[src/qbt_map.svh]
`ifndef QBT_MAP_SVH
`define QBT_MAP_SVH

// APB register byte offsets
`define QBT_ADDR_W 12
`define QBT_CTRL_OFFS 12'h000
`define QBT_STAT_OFFS 12'h004

// Control register fields
`define QBT_CTRL_W 3
`define QBT_CTRL_DRV_OFF 0
`define QBT_CTRL_RX_HOLD 1
`define QBT_CTRL_RX_TRI 2
`define QBT_CTRL_RST 3'h5

// Status register fields
`define QBT_STAT_DRV_LSB 0
`define QBT_STAT_RX_LSB 4
`define QBT_STAT_BUS_LSB 8

`endif

[src/qbt_pkg.sv]
`include "qbt_map.svh"

package qbt_pkg;

	typedef logic [3:0] qbt_nibble_t;

	typedef logic [`QBT_CTRL_W-1:0] qbt_ctrl_t;

	typedef logic [31:0] qbt_word_t;

endpackage

[src/qbt_transceiver.sv]
`timescale 1ns/1ps
`include "qbt_map.svh"

module qbt_transceiver (
	// APB clock and reset
	input wire logic pclk,
	input wire logic presetn,
	// APB slave
	input wire logic psel,
	input wire logic penable,
	input wire logic pwrite,
	input wire logic [`QBT_ADDR_W-1:0] paddr,
	input wire logic [31:0] pwdata,
	input wire logic [3:0] pstrb,
	output logic [31:0] prdata,
	output logic pready,
	output logic pslverr,
	// Local logic, driver side
	input wire logic [3:0] word_a,
	input wire logic [3:0] word_b,
	input wire logic word_select,
	input wire logic drive_clock,
	// Shared bus lines, open collector
	input wire logic [3:0] bus_in,
	output logic [3:0] bus_out,
	output logic [3:0] bus_oe_n,
	// Receiver outputs, three-state
	output logic [3:0] rx_data,
	output logic [3:0] rx_oe_n
);

	qbt_pkg::qbt_nibble_t word_a_s;
	qbt_pkg::qbt_nibble_t word_b_s;
	qbt_pkg::qbt_nibble_t bus_s;
	qbt_pkg::qbt_nibble_t drv_q;
	qbt_pkg::qbt_nibble_t rx_lat_q;
	qbt_pkg::qbt_nibble_t bus_oe_n_q;
	qbt_pkg::qbt_nibble_t bus_out_q;
	qbt_pkg::qbt_nibble_t rx_oe_n_q;
	qbt_pkg::qbt_ctrl_t ctrl_q;
	qbt_pkg::qbt_word_t prdata_q;
	qbt_pkg::qbt_word_t rdata_d;
	logic sel_s;
	logic dclk_s;
	logic dclk_prev_q;
	logic dclk_rise;
	logic pready_q;
	logic pslverr_q;
	logic apb_setup;
	logic apb_done;
	logic addr_ctrl;
	logic addr_stat;
	logic drive_off;
	logic rx_hold;
	logic rx_tri;
	logic drv_loaded_q;
	qbt_pkg::qbt_nibble_t bus_in_prev1;
	qbt_pkg::qbt_nibble_t bus_in_prev2;

	// All local-logic and bus pin inputs cross into pclk through two flops; equal depth keeps words aligned with the clock
	qbt_sync #(
		.W(4)
	) u_sync_a (
		.pclk(pclk),
		.presetn(presetn),
		.d(word_a),
		.q(word_a_s)
	);

	qbt_sync #(
		.W(4)
	) u_sync_b (
		.pclk(pclk),
		.presetn(presetn),
		.d(word_b),
		.q(word_b_s)
	);

	qbt_sync #(
		.W(2)
	) u_sync_ctl (
		.pclk(pclk),
		.presetn(presetn),
		.d({word_select, drive_clock}),
		.q({sel_s, dclk_s})
	);

	// Own driven level is sensed on the same line
	qbt_sync #(
		.W(4)
	) u_sync_bus (
		.pclk(pclk),
		.presetn(presetn),
		.d(bus_in),
		.q(bus_s)
	);

	assign drive_off = ctrl_q[`QBT_CTRL_DRV_OFF];
	assign rx_hold = ctrl_q[`QBT_CTRL_RX_HOLD];
	assign rx_tri = ctrl_q[`QBT_CTRL_RX_TRI];

	// Edge detect on the synchronised drive clock
	always_ff @(posedge pclk or negedge presetn)
	begin
		if (!presetn)
			dclk_prev_q <= 1'b0;
		else
			dclk_prev_q <= dclk_s;
	end

	assign dclk_rise = dclk_s & ~dclk_prev_q;

	// Marks the first load, so stability checks skip the unknown power-up contents
	always_ff @(posedge pclk or negedge presetn)
	begin
		if (!presetn)
			drv_loaded_q <= 1'b0;
		else if (dclk_rise)
			drv_loaded_q <= 1'b1;
	end

	// Per-bit word mux in front of each driver flop; no reset by design
	genvar gi;
	generate
		for (gi = 0; gi < 4; gi++)
		begin : g_drv
			always_ff @(posedge pclk)
			begin
				if (dclk_rise)
					drv_q[gi] <= sel_s ? word_b_s[gi] : word_a_s[gi];
			end
		end
	endgenerate

	// Stored high pulls the line low, stored low or disabled releases it
	always_ff @(posedge pclk or negedge presetn)
	begin
		if (!presetn)
			bus_oe_n_q <= 4'hF;
		else if (drive_off)
			bus_oe_n_q <= 4'hF;
		else
			bus_oe_n_q <= ~drv_q;
	end

	// Open collector: the output level is only ever low
	always_ff @(posedge pclk or negedge presetn)
	begin
		if (!presetn)
			bus_out_q <= 4'h0;
		else
			bus_out_q <= 4'h0;
	end

	// Receiver latch modelled as a flop loaded each cycle while open; no reset by design
	always_ff @(posedge pclk)
	begin
		if (!rx_hold)
			rx_lat_q <= ~bus_s;
	end

	always_ff @(posedge pclk or negedge presetn)
	begin
		if (!presetn)
			rx_oe_n_q <= 4'hF;
		else
			rx_oe_n_q <= {4{rx_tri}};
	end

	// APB: one wait-free access cycle after setup, pready registered
	assign apb_setup = psel & ~penable;
	assign apb_done = psel & penable & pready_q;
	assign addr_ctrl = (paddr == `QBT_CTRL_OFFS);
	assign addr_stat = (paddr == `QBT_STAT_OFFS);

	always_comb
	begin
		rdata_d = 32'h0000_0000;
		if (addr_ctrl)
			rdata_d[`QBT_CTRL_W-1:0] = ctrl_q;
		else if (addr_stat)
		begin
			rdata_d[`QBT_STAT_DRV_LSB +: 4] = drv_q;
			rdata_d[`QBT_STAT_RX_LSB +: 4] = rx_lat_q;
			rdata_d[`QBT_STAT_BUS_LSB +: 4] = bus_s;
		end
	end

	always_ff @(posedge pclk or negedge presetn)
	begin
		if (!presetn)
		begin
			pready_q <= 1'b0;
			pslverr_q <= 1'b0;
			prdata_q <= 32'h0000_0000;
		end
		else if (apb_setup)
		begin
			pready_q <= 1'b1;
			pslverr_q <= ~(addr_ctrl | addr_stat);
			prdata_q <= pwrite ? 32'h0000_0000 : rdata_d;
		end
		else
		begin
			pready_q <= 1'b0;
			pslverr_q <= 1'b0;
			prdata_q <= 32'h0000_0000;
		end
	end

	// Control bits default to drivers and receiver outputs off, latch open
	always_ff @(posedge pclk or negedge presetn)
	begin
		if (!presetn)
			ctrl_q <= `QBT_CTRL_RST;
		else if (apb_done && pwrite && addr_ctrl && pstrb[0])
			ctrl_q <= pwdata[`QBT_CTRL_W-1:0];
	end

	assign prdata = prdata_q;
	assign pready = pready_q;
	assign pslverr = pslverr_q;
	assign bus_out = bus_out_q;
	assign bus_oe_n = bus_oe_n_q;
	assign rx_data = rx_lat_q;
	assign rx_oe_n = rx_oe_n_q;

	// Helper for rx_self_a: two-cycle-old raw bus matches the synchronised view
	always_ff @(posedge pclk or negedge presetn)
	begin
		if (!presetn)
		begin
			bus_in_prev1 <= 4'h0;
			bus_in_prev2 <= 4'h0;
		end
		else
		begin
			bus_in_prev1 <= bus_in;
			bus_in_prev2 <= bus_in_prev1;
		end
	end

endmodule // qbt_transceiver

[src/qbt_sync.sv]
`timescale 1ns/1ps

module qbt_sync #(
	parameter int W = 1
) (
	// Clock and reset
	input wire logic pclk,
	input wire logic presetn,
	// Asynchronous level in, synchronised level out
	input wire logic [W-1:0] d,
	output logic [W-1:0] q
);

	logic [W-1:0] meta_q;

	// The first stage feeds only the second stage
	always_ff @(posedge pclk or negedge presetn)
	begin
		if (!presetn)
		begin
			meta_q <= '0;
			q <= '0;
		end
		else
		begin
			meta_q <= d;
			q <= meta_q;
		end
	end

endmodule // qbt_sync

[config.mk]
export PLATFORM = sky130hd
export DESIGN_NAME = qbt_transceiver
export DESIGN_NICKNAME = d
export VERILOG_FILES = /design/src/qbt_pkg.sv /design/src/qbt_transceiver.sv /design/src/qbt_sync.sv
export VERILOG_INCLUDE_DIRS = /design/src
export SDC_FILE = /design/constraint.sdc
export NUM_CORES = 1
export LEC_CHECK = 0
export ABC_AREA = 1
export BUFFER_PORTS_ARGS = -buffer_cell sky130_fd_sc_hd__buf_4
export CAP_MARGIN = 15
export CORE_UTILIZATION = 44
export CTS_CLUSTER_DIAMETER = 30
export CTS_CLUSTER_SIZE = 28
export DETAILED_ROUTE_END_ITERATION = 6
export PLACE_DENSITY = 0.81
export SLEW_MARGIN = 20
export SYNTH_ARGS = -nofsm -noshare
export SYNTH_HDL_FRONTEND = slang
export SYNTH_SLANG_ARGS = --single-unit
export TNS_END_PERCENT = 1
[constraint.sdc]
create_clock -name pclk -period 1.4 [get_ports pclk]
set_input_delay 0.28 -clock pclk [delete_from_list [all_inputs] [get_ports pclk]]
set_output_delay 0.28 -clock pclk [all_outputs]
set_load 0.01 [all_outputs]
==> summary.md <==
| Metric | Value |
|---|---|
| Number of synthesized register bits | `59` |
| Combinational share of power | `5.8%` |
| Clock latency on the worst-skew pair | `320 ps` |
| RSZ-0062 raised after global routing | `no` |
| Design Area, Final | `2800 um^2` |
| Seq pwr share | `50.1%` |
| HP Class | `input pin to flip-flop` |
| Core Area | `4720 um^2` |
| First-pass GRT wire length | `4.89 mm` |
| Critical Path Start | `rx_oe_n[0]` |
| Clk network pwr share | `44.1%` |
| Nets | `302` |
| Final hold viol count | `0` |
| GP Congestion | `0.721` |
| Clock Sinks | `59` |
| Post-DP HPWL | `2.06 mm` |
| Initial antenna violation count | `0` |
| Sw Ratio | `19.6%` |
| Slew of the pin with the lowest slew margin | `602 ps` |
| PwrDens | `1310 nW/um^2` |
| Starting Density | `45.6%` |
| Fin cells | `307` |
| GRT Total Usage | `13.3%` |
| Status | `finished clean` |
| Setup crit end kind | `output pin` |
| Synth area leaders | `dfrtp_1 51%, edfxtp_1 11%, buf_4 9.4%` |
| CP max FO | `4` |
| Layout area overhead | `30.0%` |
| TritonCTS clock tree | `built` |
| H-tree depth | `3` |
| Share of cells above drive strength 1 | `39.2%` |
| Crit Path Category | `flip-flop to output pin` |
| TritonCTS Buffers | `9` |
| Worst stage delay on the critical path | `550 ps` |
| Sw power | `718 uW` |
| DIE AREA | `5180 um^2` |
| Fmax | `0.785 GHz` |
| Setup TNS | `0 ps` |
| I/O pins | `117` |
| Unique masters post-synth | `19` |
| Slew margin rel. | `59.9%` |
| Hold depth | `1` |
| Pins Over Slew Limit | `0` |
| Largest delay contributor family on the critical path | `flip-flops` |
| Post-route DRC | `0` |
| Longest Clk Path Bufs | `2` |
| Vias per std cell | `4.04` |
| FP Rows | `25` |
| Die height | `72.0 um` |
| # resized after CTS | `0` |
| Number of global-route vias before repair | `1209` |
| IO Port Bufs | `60` |
| Largest net degree at the start of global routing | `52` |
| Final min period | `1270 ps` |
| Detailed Route WL | `3.07 mm` |
| DIE WIDTH | `72.0 um` |
| Area leader, netlist | `dfrtp_1` |
| Root buf cell | `clkbuf_8` |
| GR Overflow Total | `0` |
| Post-Syn Instances | `167` |
| Int Power | `2940 uW` |
| Mean post-synth cell area | `12.9 um^2` |
| Drt wl/cell | `9.99 um` |
| Synth warnings | `0` |
| Placed Cells | `290` |
| Vias | `1241` |
| CP cell instances | `buf_4` |
| Hold slack final | `59.5 ps` |
| Worst r2r dst | `drv_q[2]` |
| Mapped Area | `2150 um^2` |
| CTS Hold Bufs | `1` |
| Bufs and invs on worst path | `1` |
| Max-cap check violation count | `0` |
| Top cell type's share of synthesized area | `51.1%` |
| Setup bufs post-CTS | `0` |
| Commonest non-fill, non-tap cell in the layout | `buf_4` |
| Clk pin slew, worst setup/hold paths | `60 ps` |
| R2R depth | `1` |
| Initial DRC count | `94` |
| P_leak | `0.00143 uW` |
| Fin crit share | `90.9%` |
| Startpoint types | `flip-flop` |
| Placed Instance Area | `2570 um^2` |
| Hold Startpoint | `word_b[1]` |
| DRT Pass-1 Iters | `4` |
| Commonest non-fill, non-tap cells in the layout | `60 x buf_4, 44 x dfrtp_1, 24 x conb_1, 21 x nand2_1, 16 x inv_1` |
| Worst VDD drop | `1.08 mV` |
| Critical R2R Launch | `u_sync_ctl.q[1]` |
| DRT antenna net count | `0` |
| # setup viols final | `0` |
| Clk_skew | `9.00 ps` |
| Post-synthesis sequential area ratio | `70.8%` |
| Total Power | `3650 uW` |
| Worst reg-to-reg setup slack | `380 ps` |
| Slowest CP cell | `dfstp_2` |
| WHS Endpoint | `u_sync_b.meta_q[1]` |
| Antenna Diode Count | `0` |
| FILL cells | `380` |
| Critical Path AT | `990 ps` |
| Data required, critical path | `1120 ps` |
per-stage QoR:
step / utilization (%) / setup slack, ps
after floorplan: - / 353
after global placement: 54.4 / 171
after detailed placement: 54.4 / 151
after CTS: 59.3 / 107
after global routing: 59.3 / 77.4
final: 59.3 / 127
worst max path at each step:
stage	slack (ps)	end	depth (start not counted)
global route	80	rx_oe_n[1]	1
detailed placement	150	pslverr	6
CTS	110	rx_oe_n[1]	1
floorplan	350	pslverr	5
finish	130	rx_oe_n[1]	1
global placement	170	pslverr	6
power groups by stage:
stage                     logic, uW  registers (uW)  clock network, uW
after global routing            236            1830               1760
after floorplan                 123            1860                  0
final                           212            1830               1610
after detailed placement        211            1860                  0
after CTS                       216            1830               1660
after global placement          206            1860                  0
per-layer routing:
layer	share of wire (%)	track usage (%)	routed length [um]
met2	53	23.5	1610
met4	2.2	6.54	67
met5	0	0	0
met3	8.1	7.78	249
met1	37	12.2	1140
kinds of logic after synthesis:
logic type / Yosys count / synth area share [%]
DFF: 59 / 70.8
and+or+nand+nor: 54 / 13.3
buffers and inverters: 43 / 12.2
AOI/OAI and AO/OA: 6 / 1.39
muxes: 4 / 2.09
other: 1 / 0.174
sequential cells by signal, indices dropped and copies added (netlist names):
name               flops
prdata                12
bus_oe_n               4
drv_q                  4
rx_data                4
u_sync_a.meta_q        4
u_sync_a.q             4
u_sync_b.meta_q        4
u_sync_b.q             4
u_sync_bus.meta_q      4
u_sync_bus.q           4
ctrl_q                 3
u_sync_ctl.meta_q      2
u_sync_ctl.q           2
dclk_prev_q            1
pready                 1
pslverr                1
rx_oe_n                1
cell type report:
| type | instances | area, um^2 | share of cell area (%) |
|---|---|---|---|
| inverters | 16 | 60.1 | 2.15 |
| well taps | 67 | 83.8 | 3.00 |
| repair buffers | 61 | 460 | 16.5 |
| flip-flops and latches | 59 | 1530 | 54.5 |
| clock inverters | 1 | 30.0 | 1.07 |
| clock buffers | 15 | 188 | 6.71 |
| multi-input cells | 88 | 452 | 16.1 |
synthesized netlist by cell type, drive strengths merged:
| library cell | n |
|---|---|
| o21ai | 3 |
| inv | 16 |
| and3 | 1 |
| mux2 | 4 |
| nand3 | 10 |
| nor2 | 19 |
| a21oi | 3 |
| conb | 1 |
| dfstp | 7 |
| nand2 | 24 |
| edfxtp | 8 |
| buf | 27 |
| dfrtp | 44 |
No activity file was read; power rests on OpenSTA's default activity.
